`src/include/slice_conceal_pkg.sv`:
```
// Purpose: Shared constants, register map and types for the slice error
//          concealment block.
// Assumes: APB slave with 32-bit data, one aligned word per register.
// Notes:   Positions are macroblock counts in raster order.
//
// What the block and its driver software must do
// Read-only flag shows that missing macroblocks are being filled.
// Read-only error flag raised by decode, decoded-data or pointer list error.
// Running macroblock position advances in hardware as macroblocks decode.
// Before each slice, compare running position with slice first position.
// Running position beyond slice start snaps back to the slice start.
// At picture end, remaining input data is discarded.
// Running position below slice start fills the gap, then decodes.
// Fill starts at running minus min(prior count, rewind times pairing factor).
// Intra mode with empty picture buffer conceals as 16x16 intra, DC chroma.
// Inter mode copies co-located blocks from the command's store, default list0 top.
// Driver sends phantom slice at or past picture size to fill to end.
// Picture size stored; decoding and filling stop at that boundary.
// Driver may load the running position directly.
// Direct B blocks use zero motion when co-located reference is missing.
// Pointer list entry: bit 7 non-existent, bits 4:0 substitute store.
// Software marks missing references non-existent with a replacement index.
// Stream switches happen only at picture boundaries.
// Detection and concealment act only at slice boundaries, no software control.
// First slice of a new picture clears the running position to zero.
// Phantom slice carries zero indirect data length.
// Fill flag set at fill start, cleared when fill target is reached.
package slice_conceal_pkg;

  localparam int unsigned MBW = 16;

  // Register byte offsets.
  localparam logic [7:0] REG_CTRL      = 8'h00;
  localparam logic [7:0] REG_PIC_SIZE  = 8'h04;
  localparam logic [7:0] REG_RUN_POS   = 8'h08;
  localparam logic [7:0] REG_STATUS    = 8'h0C;
  localparam logic [7:0] REG_REF_ENTRY = 8'h10;

  // Control fields.
  localparam int unsigned CTRL_INTER_BIT  = 0;
  localparam int unsigned CTRL_DPB_BIT    = 1;
  localparam int unsigned CTRL_MBAFF_BIT  = 2;
  localparam int unsigned CTRL_REWIND_LSB = 8;
  localparam int unsigned REWIND_W        = 8;
  localparam int unsigned CTRL_ERRCLR_BIT = 31;

  // Status fields.
  localparam int unsigned ST_FILL_BIT    = 0;
  localparam int unsigned ST_ERR_BIT     = 1;
  localparam int unsigned ST_DISCARD_BIT = 2;

  // Reference pointer list entry layout.
  localparam int unsigned REF_NONEXIST_BIT = 7;
  localparam int unsigned REF_IDX_W        = 5;

  localparam logic [MBW-1:0] MB_ZERO   = 16'h0000;
  localparam logic [MBW-1:0] MB_ONE    = 16'h0001;
  localparam logic [31:0]    CTRL_RST  = 32'h0000_0000;
  localparam logic [MBW-1:0] SIZE_RST  = 16'h0000;

  typedef logic [MBW-1:0] mb_pos_t;

  // Slice command from the driver side.
  typedef struct packed {
    mb_pos_t                first_mb;
    logic                   first_of_pic;
    logic [REF_IDX_W-1:0]   conceal_store;
    logic                   store_given;
    logic [7:0]             list0_top;
  } slice_cmd_t;

  // Concealed macroblock handed to reconstruction.
  typedef struct packed {
    mb_pos_t                pos;
    logic                   intra;
    logic [REF_IDX_W-1:0]   store;
  } fill_mb_t;

  typedef enum logic [1:0] {
    ST_IDLE   = 2'b00,
    ST_DECODE = 2'b01,
    ST_FILL   = 2'b11,
    ST_DRAIN  = 2'b10
  } seq_state_t;

  // Lower of two positions.
  function automatic mb_pos_t mb_min(input mb_pos_t a, input mb_pos_t b);
    mb_min = (a < b) ? a : b;
  endfunction

endpackage

```
`src/logic/apb_regs.sv`:
```
// Purpose: APB slave holding control, picture size and the driver load of
//          the running position.
// Assumes: Zero wait states; unmapped reads return zero, pslverr low.
// Notes:   Running position write is a one-cycle load pulse.
`timescale 1ns/1ns
`default_nettype none
module apb_regs
  import slice_conceal_pkg::*;
(
  input  wire logic                          pclk,
  input  wire logic                          presetn,
  input  wire logic                          psel,
  input  wire logic                          penable,
  input  wire logic                          pwrite,
  input  wire logic [7:0]                    paddr,
  input  wire logic [31:0]                   pwdata,
  output logic [31:0]                        prdata,
  output logic                               pready,
  output logic                               pslverr,
  input  wire logic [31:0]                   status,
  input  wire slice_conceal_pkg::mb_pos_t    run_pos,
  output logic [31:0]                        ctrl,
  output slice_conceal_pkg::mb_pos_t         pic_size,
  output logic [7:0]                         ref_entry,
  output logic                               pos_load,
  output logic                               err_clear
);
  logic [31:0] ctrl_q, ctrl_d;
  mb_pos_t     size_q, size_d;
  logic [7:0]  ref_q, ref_d;
  logic        wr;

  assign wr      = psel & penable & pwrite;
  assign pready  = 1'b1;
  assign pslverr = 1'b0;

  // Write decode and read mux.
  always_comb begin
    ctrl_d    = ctrl_q;
    size_d    = size_q;
    ref_d     = ref_q;
    pos_load  = 1'b0;
    err_clear = 1'b0;
    if (wr) begin
      case (paddr)
        REG_CTRL: begin
          ctrl_d    = pwdata;
          ctrl_d[CTRL_ERRCLR_BIT] = 1'b0;
          err_clear = pwdata[CTRL_ERRCLR_BIT];
        end
        REG_PIC_SIZE:  size_d   = pwdata[MBW-1:0];
        REG_RUN_POS:   pos_load = 1'b1;
        REG_REF_ENTRY: ref_d    = pwdata[7:0];
        default: ;
      endcase
    end
    case (paddr)
      REG_CTRL:      prdata = ctrl_q;
      REG_PIC_SIZE:  prdata = {16'h0000, size_q};
      REG_RUN_POS:   prdata = {16'h0000, run_pos};
      REG_STATUS:    prdata = status;
      REG_REF_ENTRY: prdata = {24'h000000, ref_q};
      default:       prdata = 32'h0000_0000;
    endcase
  end

  // Register storage.
  always_ff @(posedge pclk or negedge presetn) begin
    if (!presetn) begin
      ctrl_q <= CTRL_RST;
      size_q <= SIZE_RST;
      ref_q  <= 8'h00;
    end else begin
      ctrl_q <= ctrl_d;
      size_q <= size_d;
      ref_q  <= ref_d;
    end
  end

  assign ctrl      = ctrl_q;
  assign pic_size  = size_q;
  assign ref_entry = ref_q;
endmodule
`default_nettype wire

```
`src/logic/ref_entry_decode.sv`:
```
// Purpose: Decodes one reference pointer list entry and the direct-mode
//          motion override.
// Assumes: Entry byte written by software.
// Notes:   Purely combinational.
`timescale 1ns/1ns
`default_nettype none
module ref_entry_decode
  import slice_conceal_pkg::*;
(
  input  wire logic [7:0]                             entry,
  input  wire logic                                   direct_b,
  input  wire logic                                   coloc_missing,
  output logic                                        nonexist,
  output logic [slice_conceal_pkg::REF_IDX_W-1:0]     sub_store,
  output logic                                        zero_mv
);
  // Entry fields and zero-motion choice for direct blocks.
  always_comb begin
    nonexist  = entry[REF_NONEXIST_BIT];
    sub_store = entry[REF_IDX_W-1:0];
    zero_mv   = direct_b & coloc_missing;
  end
endmodule
`default_nettype wire

```
`src/logic/slice_error_concealment.sv`:
```
// Purpose: Slice-boundary error detection and macroblock gap concealment.
// Assumes: Slice commands and decoded-macroblock pulses come from logic on
//          pclk; error sources are same-clock pulses.
// Notes:   Checks happen only when a slice command is accepted, so the
//          filling runs without software involvement.
//
// The APB register port and the placing of the registers were left to the implementer.
`timescale 1ns/1ns
`default_nettype none
module slice_error_concealment
  import slice_conceal_pkg::*;
(
  input  wire logic                          pclk,
  input  wire logic                          presetn,
  input  wire logic                          psel,
  input  wire logic                          penable,
  input  wire logic                          pwrite,
  input  wire logic [7:0]                    paddr,
  input  wire logic [31:0]                   pwdata,
  output logic [31:0]                        prdata,
  output logic                               pready,
  output logic                               pslverr,
  input  wire logic                          cmd_valid,
  output logic                               cmd_ready,
  input  wire slice_conceal_pkg::slice_cmd_t cmd,
  input  wire logic                          mb_done,
  input  wire logic                          slice_end,
  input  wire logic                          vlc_err,
  input  wire logic                          data_err,
  input  wire logic                          ptr_err,
  input  wire logic                          direct_b,
  input  wire logic                          coloc_missing,
  output logic                               decode_en,
  output logic                               discard,
  output logic                               fill_valid,
  output slice_conceal_pkg::fill_mb_t        fill_mb,
  output logic                               zero_mv,
  output logic                               ref_nonexist,
  output logic [slice_conceal_pkg::REF_IDX_W-1:0] ref_sub_store,
  output slice_conceal_pkg::mb_pos_t         running_mb_position
);
  logic [31:0] ctrl;
  logic [31:0] status;
  mb_pos_t     pic_size;
  logic [7:0]  ref_entry;
  logic        pos_load;
  logic        err_clear;

  seq_state_t  state_q, state_d;
  mb_pos_t     pos_q, pos_d;
  mb_pos_t     target_q, target_d;
  mb_pos_t     count_q, count_d;
  mb_pos_t     prior_q, prior_d;
  logic        err_q, err_d;
  logic        inter_q, inter_d;
  logic [REF_IDX_W-1:0] store_q, store_d;
  fill_mb_t    fill_q, fill_d;
  logic        fvalid_q, fvalid_d;

  logic        inter_mode;
  logic        dpb_empty;
  mb_pos_t     rewind;
  mb_pos_t     back;
  mb_pos_t     start_pos;
  mb_pos_t     end_limit;

  apb_regs u_regs (
    .pclk      (pclk),
    .presetn   (presetn),
    .psel      (psel),
    .penable   (penable),
    .pwrite    (pwrite),
    .paddr     (paddr),
    .pwdata    (pwdata),
    .prdata    (prdata),
    .pready    (pready),
    .pslverr   (pslverr),
    .status    (status),
    .run_pos   (pos_q),
    .ctrl      (ctrl),
    .pic_size  (pic_size),
    .ref_entry (ref_entry),
    .pos_load  (pos_load),
    .err_clear (err_clear)
  );

  ref_entry_decode u_ref (
    .entry         (ref_entry),
    .direct_b      (direct_b),
    .coloc_missing (coloc_missing),
    .nonexist      (ref_nonexist),
    .sub_store     (ref_sub_store),
    .zero_mv       (zero_mv)
  );

  // Rewind distance; paired frames rewind twice as far.
  always_comb begin
    inter_mode = ctrl[CTRL_INTER_BIT];
    dpb_empty  = ~ctrl[CTRL_DPB_BIT];
    rewind     = {{(MBW-REWIND_W){1'b0}},
                  ctrl[CTRL_REWIND_LSB +: REWIND_W]};
    if (ctrl[CTRL_MBAFF_BIT])
      rewind = {rewind[MBW-2:0], 1'b0};
    back       = mb_min(prior_q, rewind);
    start_pos  = (pos_q > back) ? (pos_q - back) : MB_ZERO;
    end_limit  = mb_min(cmd.first_mb, pic_size);
  end

  // Sequencer: slice-boundary check, gap fill and decode tracking.
  always_comb begin
    state_d  = state_q;
    pos_d    = pos_q;
    target_d = target_q;
    count_d  = count_q;
    prior_d  = prior_q;
    inter_d  = inter_q;
    store_d  = store_q;
    fill_d   = fill_q;
    fvalid_d = 1'b0;
    cmd_ready = 1'b0;
    case (state_q)
      ST_IDLE: begin
        cmd_ready = 1'b1;
        if (cmd_valid) begin
          inter_d = inter_mode;
          store_d = cmd.store_given ? cmd.conceal_store
                                    : cmd.list0_top[REF_IDX_W-1:0];
          if (cmd.first_of_pic) begin
            pos_d   = MB_ZERO;
            // A new picture drops all per-picture history, so a stream
            // switch is only clean here and never inside a picture.
            prior_d = MB_ZERO;
          end
          count_d = MB_ZERO;
          if ((cmd.first_of_pic ? MB_ZERO : pos_q) == cmd.first_mb) begin
            state_d = (cmd.first_mb >= pic_size) ? ST_DRAIN
                                                 : ST_DECODE;
          end else if (!cmd.first_of_pic && pos_q > cmd.first_mb) begin
            pos_d   = cmd.first_mb;
            state_d = (cmd.first_mb >= pic_size) ? ST_DRAIN : ST_DECODE;
          end else if (cmd.first_of_pic) begin
            target_d = end_limit;
            state_d  = ST_FILL;
          end else begin
            pos_d    = start_pos;
            target_d = end_limit;
            state_d  = ST_FILL;
          end
        end
      end
      ST_FILL: begin
        if (pos_q >= target_q || pos_q >= pic_size) begin
          state_d = (pos_q >= pic_size) ? ST_DRAIN : ST_DECODE;
        end else begin
          fvalid_d     = 1'b1;
          fill_d.pos   = pos_q;
          fill_d.intra = ~inter_q & dpb_empty;
          fill_d.store = store_q;
          pos_d        = pos_q + MB_ONE;
        end
      end
      ST_DECODE: begin
        if (pos_q >= pic_size) begin
          state_d = ST_DRAIN;
        end else if (mb_done) begin
          pos_d   = pos_q + MB_ONE;
          count_d = count_q + MB_ONE;
        end
        if (slice_end && pos_q < pic_size) begin
          prior_d = mb_done ? count_q + MB_ONE : count_q;
          state_d = ST_IDLE;
        end
      end
      ST_DRAIN: begin
        // Input left over past picture end is swallowed until slice end.
        if (slice_end) begin
          prior_d = count_q;
          state_d = ST_IDLE;
        end
      end
      default: state_d = ST_IDLE;
    endcase
    if (pos_load)
      pos_d = pwdata[MBW-1:0];
  end

  // Sticky slice error; a new error wins over a software clear.
  always_comb begin
    err_d = err_q;
    if (err_clear)
      err_d = 1'b0;
    if (vlc_err | data_err | ptr_err)
      err_d = 1'b1;
  end

  // State registers.
  always_ff @(posedge pclk or negedge presetn) begin
    if (!presetn) begin
      state_q  <= ST_IDLE;
      pos_q    <= MB_ZERO;
      target_q <= MB_ZERO;
      count_q  <= MB_ZERO;
      prior_q  <= MB_ZERO;
      err_q    <= 1'b0;
      inter_q  <= 1'b0;
      store_q  <= '0;
      fill_q   <= '0;
      fvalid_q <= 1'b0;
    end else begin
      state_q  <= state_d;
      pos_q    <= pos_d;
      target_q <= target_d;
      count_q  <= count_d;
      prior_q  <= prior_d;
      err_q    <= err_d;
      inter_q  <= inter_d;
      store_q  <= store_d;
      fill_q   <= fill_d;
      fvalid_q <= fvalid_d;
    end
  end

  // Status word and outputs toward the pipeline.
  always_comb begin
    status = 32'h0000_0000;
    status[ST_FILL_BIT]    = (state_q == ST_FILL);
    status[ST_ERR_BIT]     = err_q;
    status[ST_DISCARD_BIT] = (state_q == ST_DRAIN);
  end
  assign decode_en           = (state_q == ST_DECODE);
  assign discard             = (state_q == ST_DRAIN);
  assign fill_valid          = fvalid_q;
  assign fill_mb             = fill_q;
  assign running_mb_position = pos_q;
endmodule
`default_nettype wire
```
`config.mk`:
```
export PLATFORM = sky130hd
export DESIGN_NAME = slice_error_concealment
export DESIGN_NICKNAME = d
export VERILOG_FILES = /design/src/include/slice_conceal_pkg.sv /design/src/logic/apb_regs.sv /design/src/logic/ref_entry_decode.sv /design/src/logic/slice_error_concealment.sv
export SDC_FILE = /design/constraint.sdc
export NUM_CORES = 1
export LEC_CHECK = 0
export BUFFER_PORTS_ARGS = -buffer_cell sky130_fd_sc_hd__buf_2
export CORE_ASPECT_RATIO = 1.1
export CORE_UTILIZATION = 30
export CTS_CLUSTER_DIAMETER = 100
export CTS_CLUSTER_SIZE = 12
export DETAILED_ROUTE_END_ITERATION = 8
export SETUP_SLACK_MARGIN = 0.4
export SLEW_MARGIN = 25
export SYNTH_ARGS = -nofsm -noshare
export SYNTH_HDL_FRONTEND = slang
export SYNTH_SLANG_ARGS = --single-unit
export TNS_END_PERCENT = 20
```
`constraint.sdc`:
```
create_clock -name pclk -period 6.24 [get_ports pclk]
set_clock_uncertainty 0.15 [all_clocks]
set_input_delay 0.624 -clock pclk [delete_from_list [all_inputs] [get_ports pclk]]
set_output_delay 0.624 -clock pclk [all_outputs]
set_load 0.05 [all_outputs]
```
==> impl_metrics.py, run 1 <==
metrics = {
    "status": {
        "status": "completed",
    },
    "layout": {
        "final_core_util_pct": 35.3,
        "regArea_um2": 3780,
        "design_area_um2": 13200,
        "nFillCells": 3895,
        "area_delta_synth_final_pct": 15.2,
        "final_cell_mix": "buf_2, dfrtp_1, nand2_1, a21oi_1, ha_1",
        "final_layout_size_suffix_gt1_share_pct": 22.6,
        "nNetsFinal": 1576,
        "multiInputGateArea_um2": 6990,
        "layout_commonest_cell": "buf_2",
        "fin_cells": 1905,
    },
    "global_route": {
        "antenna_found_initial": 1,
        "grt_overflow": 0,
        "grt_usage_pct": 19.2,
        "grt_max_degree": 90,
        "grt_pass1_vias": 10074,
        "grt_pass1_wl_mm": 57.4,
    },
    "logic_synthesis": {
        "yosysWarnings": 0,
        "netlist_area_um2": 11400,
        "synthSimpleGateAreaFrac_pct": 16.4,
        "ys_seq_area_share_pct": 33.1,
        "synthXorXnorAreaFrac_pct": 1.76,
        "synth_edf_count": 0,
        "synth.area.mux_share_pct": 12.6,
        "yosysUniqueCellTypes": 79,
        "synth_compound_area_share_pct": 19.5,
        "postSynthCellCount": 1279,
        "async_flop_share_pct": 100,
        "synth_ff_type": "dfrtp_1",
        "ys_ff_latch": 151,
        "avgSynthCellArea_um2": 8.93,
        "synth_top_family_by_area": "compound AO/OA/AOI/OAI gates",
        "synth_fa_ha_area_share_pct": 10.5,
    },
    "routing": {
        "drc": 0,
        "drt_iter0_markers": 586,
        "drt_wl_total_mm": 37.2,
        "vias": 10275,
        "via_per_inst": 5.39,
        "drt_pass1_iterations": 5,
        "wl_per_cell_um": 19.5,
        "postRouteAntennaNets": 0,
    },
    "die": {
        "die_area_um2": 38900,
        "start_util_pct": 30.6,
        "fp-row-count": 74,
        "fp.dieH_um": 207,
        "core_area_um2": 37300,
        "die_width_um": 188,
        "ios": 167,
    },
    "worst_setup_path": {
        "path_cells": "mux2i_1 -> ha_1 -> a21o_1 -> a21o_1 -> a21o_1 -> a21oi_1 -> o2111ai_1 -> a21o_1 -> mux2_2 -> ha_1 -> inv_1 -> fa_1 -> nand3_1 -> a21oi_1 -> nor3_1 -> o21ai_0 -> a31oi_1 -> xnor2_1 -> a2111oi_0 -> nor4_1",
        "crit_cells": 20,
        "critPathCaptureType": "flip-flop",
        "r2r-end": "running_mb_position[14]",
        "slowest_stage": "dfrtp_1",
        "cp.arrival_ns": 5.48,
        "rr_worst_depth": 20,
        "worstPathRequired_ns": 6.40,
        "crit_path_frequent_cell": "a21o_1",
        "cp-start-kind": "flip-flop",
        "crit_buf_inv": 1,
        "crit_fanout": 12,
        "regToRegSetupSlack_ns": 0.92,
        "cpPeakStageDelay_ns": 0.68,
        "crit_family": "compound AO/OA/AOI/OAI gates",
        "worst-setup-path-type": "reg -> reg",
        "r2r-start": "u_regs.ctrl[2]",
    },
    "placement": {
        "placed_area_um2": 12600,
        "dp_cells": 1872,
        "gp_congestion": 0.912,
        "hpwl_mm": 27.9,
        "portBuffers": 160,
    },
    "power_and_ir_drop": {
        "ir_drop_mv": 0.220,
        "power.density_nw_per_um2": 423,
        "static-leakage-power_nw": 6.11,
    },
    "clock_network": {
        "cts_tree": "built",
        "cts.sinks": 151,
        "clockBufferDepth": 2,
        "clk_pin_slew_worst_paths_ns": 0.07,
        "cts_max_level": 4,
        "cts_resized": 0,
        "cts_setup_buffers": 0,
        "cts-root-buf": "clkbuf_16",
        "clk_latency_ns": 0.47,
        "hold_buffers": 0,
        "cts_buffers": 17,
    },
    "min_path": {
        "hp-class": "in -> async",
    },
    "timing": {
        "slew_headroom_pct": 36.3,
        "fmax_mhz": 188,
        "setup_viol": 0,
        "hold_viol_final": 0,
        "setup_tns_ns": 0,
        "maxSlewViolCount": 0,
        "worst_pin_slew_ns": 0.953,
        "period_needed_ns": 5.32,
        "rsz0062_at_grt": "no",
        "fin_crit_sh_pct": 85.3,
    },
    "flow_run": {
        "cap_violations": 0,
    },
}
-- area by class of cell --
class | instances | share of cell area, %
inverters | 73 | 2.08
well taps | 494 | 4.70
flip-flops and latches | 151 | 28.7
multi-input cells | 978 | 53.1
clock inverters | 15 | 1.14
repair buffers | 176 | 7.04
clock buffers | 17 | 3.23
diodes | 1 | 0.0190
-- Yosys cell counts (all sizes together) (5+ instances only) --
master    n  share of area, %
a221oi    8              0.67
a211oi   10              0.66
ha       94                10
a21o     20               1.3
or2       5              0.27
a22o      6              0.46
nand3    21              0.92
o21a      5              0.33
a221o     9              0.79
xnor2     9              0.69
o21ai    74               3.3
and3     11              0.60
nor2b    10              0.55
o31ai    16               1.1
clkbuf   37               1.2
buf      48               2.5
xor2     14               1.1
inv      73               2.4
nand2   116               3.8
nand3b   10              0.66
nor2     94               3.1
o211a     9              0.79
mux2i    43               3.8
o41ai     6              0.46
mux2     90               8.9
o32ai     7              0.54
o211ai   16               1.1
a31oi    12              0.71
a22oi     5              0.33
and2     25               1.4
nor3     27               1.3
nand4    17              0.93
nor4     11              0.79
nand2b   12              0.66
dfrtp   151                33
a21oi   108               4.8
-- worst max path at each step --
stage | from | endpoint | slack [ns]
2_1_floorplan | u_regs.ctrl[2] | running_mb_position[8] | 1.33
5_1_grt | u_regs.ctrl[2] | running_mb_position[14] | 0.55
4_1_cts | u_regs.ctrl[2] | running_mb_position[14] | 0.90
3_3_place_gp | u_regs.ctrl[2] | running_mb_position[14] | 1.02
3_5_place_dp | u_regs.ctrl[2] | running_mb_position[14] | 0.93
6_report | u_regs.ctrl[2] | running_mb_position[14] | 0.92
-- stage by stage --
step	setup slack (ns)	power (mW)	hold slack, ns
final	0.919	5.57	0.0986
after global routing	0.546	5.97	0.167
after CTS	0.900	5.59	0.136
after detailed placement	0.935	4.52	0.316
after global placement	1.02	4.48	0.307
after floorplan	1.33	3.63	0.178
-- registers in the layout, summed over array words and instances, names as in the netlist --
signal	flops
count_q	16
err_q	1
fill_mb	22
fill_valid	1
inter_q	1
prior_q	16
running_mb_position	16
state_q	2
store_q	5
target_q	16
u_regs.ctrl	31
u_regs.pic_size	16
u_regs.ref_entry	8
-- routing by layer --
| layer | global-route usage, % | part of all wire, % |
|---|---|---|
| met5 | 0 | 0 |
| met4 | 8.19 | 3.2 |
| met3 | 3.28 | 4.6 |
| met2 | 33.8 | 50 |
| met1 | 23.2 | 42 |
-- logic make-up after synthesis --
group | Yosys count
XOR/XNOR | 23
AO/OA/AOI/OAI | 338
buffers and inverters | 158
flip-flops | 151
adder cells (fa/ha/maj) | 95
other | 2
multiplexers | 133
AND/OR/NAND/NOR | 379
-- power breakdown --
part	total, mW	internal, mW	switching [mW]
clock	1.04	0.535	0.506
combinational	3.05	1.01	2.04
sequential	1.48	1.18	0.303
total	5.57	2.72	2.85
(Power assumes the default switching activity.)
==> run 2: changes to the inputs <==
Settings changed: ABC_AREA set to 1, CORE_UTILIZATION 30 to 48, PLACE_DENSITY set to 0.69.
==> run 2 against run 1 <==
- flip-flop and latch count unchanged
- cell area shrank 1.5%
- utilization increased by 21 points
- register-to-register slack improved by 0.61 ns
- clock power rose by 6%
- combinational power shrank 37%
- sequential power shrank 19%
- via count grew 11%
- critical path depth rose by 7
- die area decreased by 38%
- final cell count is 11% higher
- critical path type unchanged
- largest power group unchanged
- highest routed layer unchanged
==> impl_metrics.py, run 2 <==
metrics = {
    "placement": {
        "pre_cts_ws_ns": 1.63,
        "hpwl_mm": 27.6,
        "portBuffers": 160,
        "gp_congestion": 0.940,
        "placed_area_um2": 12300,
        "dp_cells": 2085,
    },
    "timing": {
        "setup_tns_ns": 0,
        "hold_viol_final": 0,
        "rsz0062_at_grt": "no",
        "worst_pin_slew_ns": 0.957,
        "fmax_mhz": 212,
        "setup_viol": 0,
        "setup_slack_ns": 1.53,
        "period_needed_ns": 4.71,
        "whs_ns": 0.0806,
        "fin_crit_sh_pct": 75.5,
        "slew_headroom_pct": 36.0,
        "maxSlewViolCount": 0,
    },
    "layout": {
        "design_area_um2": 13000,
        "final_layout_size_suffix_gt1_share_pct": 11.7,
        "largest_reg_flops": 31,
        "nFillCells": 2290,
        "diodes": 0,
        "layout_commonest_cell": "nand2_1",
        "area_delta_synth_final_pct": 14.2,
        "final_core_util_pct": 56.4,
        "final_cell_mix": "nand2_1, inv_1, buf_2, o21ai_0, dfrtp_1",
        "nNetsFinal": 1983,
        "fin_cells": 2117,
    },
    "routing": {
        "drt_wl_total_mm": 36.6,
        "drc": 0,
        "wl_per_cell_um": 17.3,
        "via_per_inst": 5.40,
        "postRouteAntennaNets": 0,
        "vias": 11439,
        "drt_pass1_iterations": 5,
        "drt_iter0_markers": 1139,
    },
    "die": {
        "fp-row-count": 58,
        "ios": 167,
        "die_width_um": 149,
        "fp.dieH_um": 163,
        "die_area_um2": 24300,
        "core_area_um2": 23000,
        "start_util_pct": 49.4,
    },
    "logic_synthesis": {
        "synth_top_cell_area_share_pct": 33.3,
        "postSynthCellCount": 1670,
        "synth_area_leader_cell": "dfrtp_1",
        "async_flop_share_pct": 100,
        "yosys-top-cells-area": "dfrtp_1, nand2_1, ha_1, inv_1, o21ai_0",
        "synth_edf_count": 0,
        "avgSynthCellArea_um2": 6.80,
        "synth.most_common_cell": "nand2_1",
        "ys_seq_area_share_pct": 33.3,
        "yosysWarnings": 0,
        "yosysUniqueCellTypes": 44,
        "synth_ff_type": "dfrtp_1",
        "yosys-top-cells-count": "nand2_1, inv_1, o21ai_0",
        "ys_ff_latch": 151,
        "netlist_area_um2": 11400,
    },
    "power_and_ir_drop": {
        "power_frac_comb_pct": 45.3,
        "static-leakage-power_nw": 7.12,
        "power.density_nw_per_um2": 324,
        "p_int_mw": 2.22,
        "sw_frac_of_total_pct": 47.2,
        "power.share.sequential_pct": 28.6,
        "switching_power_mw": 1.98,
        "ir_drop_mv": 0.244,
        "p_clk_share_pct": 26.1,
        "power_mw": 4.21,
    },
    "flow_run": {
        "cap_violations": 0,
    },
    "clock_network": {
        "hold_buffers": 0,
        "cts_buffers": 17,
        "cts_resized": 0,
        "cts_max_level": 4,
        "cts_tree": "built",
        "cts.sinks": 151,
        "clk_latency_ns": 0.43,
        "clk_pin_slew_worst_paths_ns": 0.07,
        "cts_setup_buffers": 0,
        "clockBufferDepth": 2,
        "cts-root-buf": "clkbuf_16",
    },
    "worst_setup_path": {
        "critPathCaptureType": "flip-flop",
        "crit_fanout": 18,
        "worstPathRequired_ns": 6.46,
        "cp.arrival_ns": 4.93,
        "cp-start-kind": "flip-flop",
        "worst-setup-path-type": "reg -> reg",
    },
    "global_route": {
        "antenna_found_initial": 0,
        "grt_usage_pct": 31.0,
        "grt_pass1_vias": 10566,
        "grt_pass1_wl_mm": 57.2,
        "grt_overflow": 0,
        "grt_max_degree": 90,
    },
    "status": {
        "status": "completed",
    },
    "min_path": {
        "hp-class": "in -> async",
    },
}
-- run 2: changes by cell type after synthesis, sizes merged, moves of 33 or more --
cell	delta
nand2	+394
inv	+176
nand3	+102
o21ai	+100
mux2	-90
mux2i	-36
a21oi	-33
-- run 2: power by group through the flow --
stage	sequential (mW)	combinational, mW	clock [mW]
after global placement	1.21	1.85	0
after floorplan	1.32	1.20	0
after detailed placement	1.22	1.88	0
after CTS	1.20	1.89	1.11
after global routing	1.22	2.11	1.15
final	1.20	1.91	1.10
-- run 2: routing by layer --
layer  vias up  global-route usage [%]  wire, µm
met3        91                    6.45      3510
met5         -                       0         0
met4         0                    13.1      1510
met1      5137                    42.4     15800
li1       5649                       -         -
met2       562                    47.4     15800
-- run 2: final cells by class --
cell class	count	area, µm²	area share (%)
Clock buffer	18	429	3.31
Sequential cell	151	3780	29.1
Inverter	253	950	7.32
Clock inverter	14	183	1.41
Tap cell	300	375	2.90
Multi-Input combinational cell	1213	6380	49.2
Timing Repair Buffer	168	867	6.69
-- run 2: worst max-delay path, cell delays in order, from the launching register on --
cell and delay (ns):
dfrtp_1 0.68, mux2i_1 0.30, ha_1 0.26, o21ai_0 0.07, nand2_1 0.08, nand3_1 0.07
a21oi_1 0.06, o211ai_1 0.16, nand2_1 0.31, nor2_1 0.18, a21oi_1 0.08, ha_1 0.20
inv_1 0.11, fa_1 0.26, nand3_1 0.10, nand3_1 0.14, nand2_1 0.07, nand2_1 0.11
nand2_1 0.06, nand2_1 0.06, nand2_1 0.05, nor2_2 0.49, nand3_1 0.15, nand2_1 0.11
nand2_1 0.05, nand2_1 0.09, nand3_1 0.08, nand2_1 0.11
-- run 2: kinds of logic (layout without fill, tap and decap cells) --
family / Yosys count / in the layout / synth area share (%)
simple gates: 773 / 773 / 27.8
flops: 151 / 151 / 33.3
mux: 7 / 7 / 0.617
fa+ha+maj: 95 / 95 / 10.5
compound gates: 303 / 303 / 14.9
xor+xnor: 25 / 25 / 1.93
buf+inv: 314 / 453 / 10.9
other cells: 2 / 10 / 0.0661
-- run 2: worst paths after layout --
kind | cells after the start | end | startpoint | slack (ns)
max in group asynchronous | 2 | prior_q[7] | presetn | 4.46
worst max register to register | 27 | running_mb_position[2] | u_regs.ctrl[2] | 1.53
worst min-delay path | 1 | target_q[11] | presetn | 0.08
worst max-delay path | 27 | running_mb_position[2] | u_regs.ctrl[2] | 1.53
min in group pclk | 2 | err_q | ptr_err | 0.22
worst min register to register | 2 | prior_q[14] | prior_q[14] | 0.33
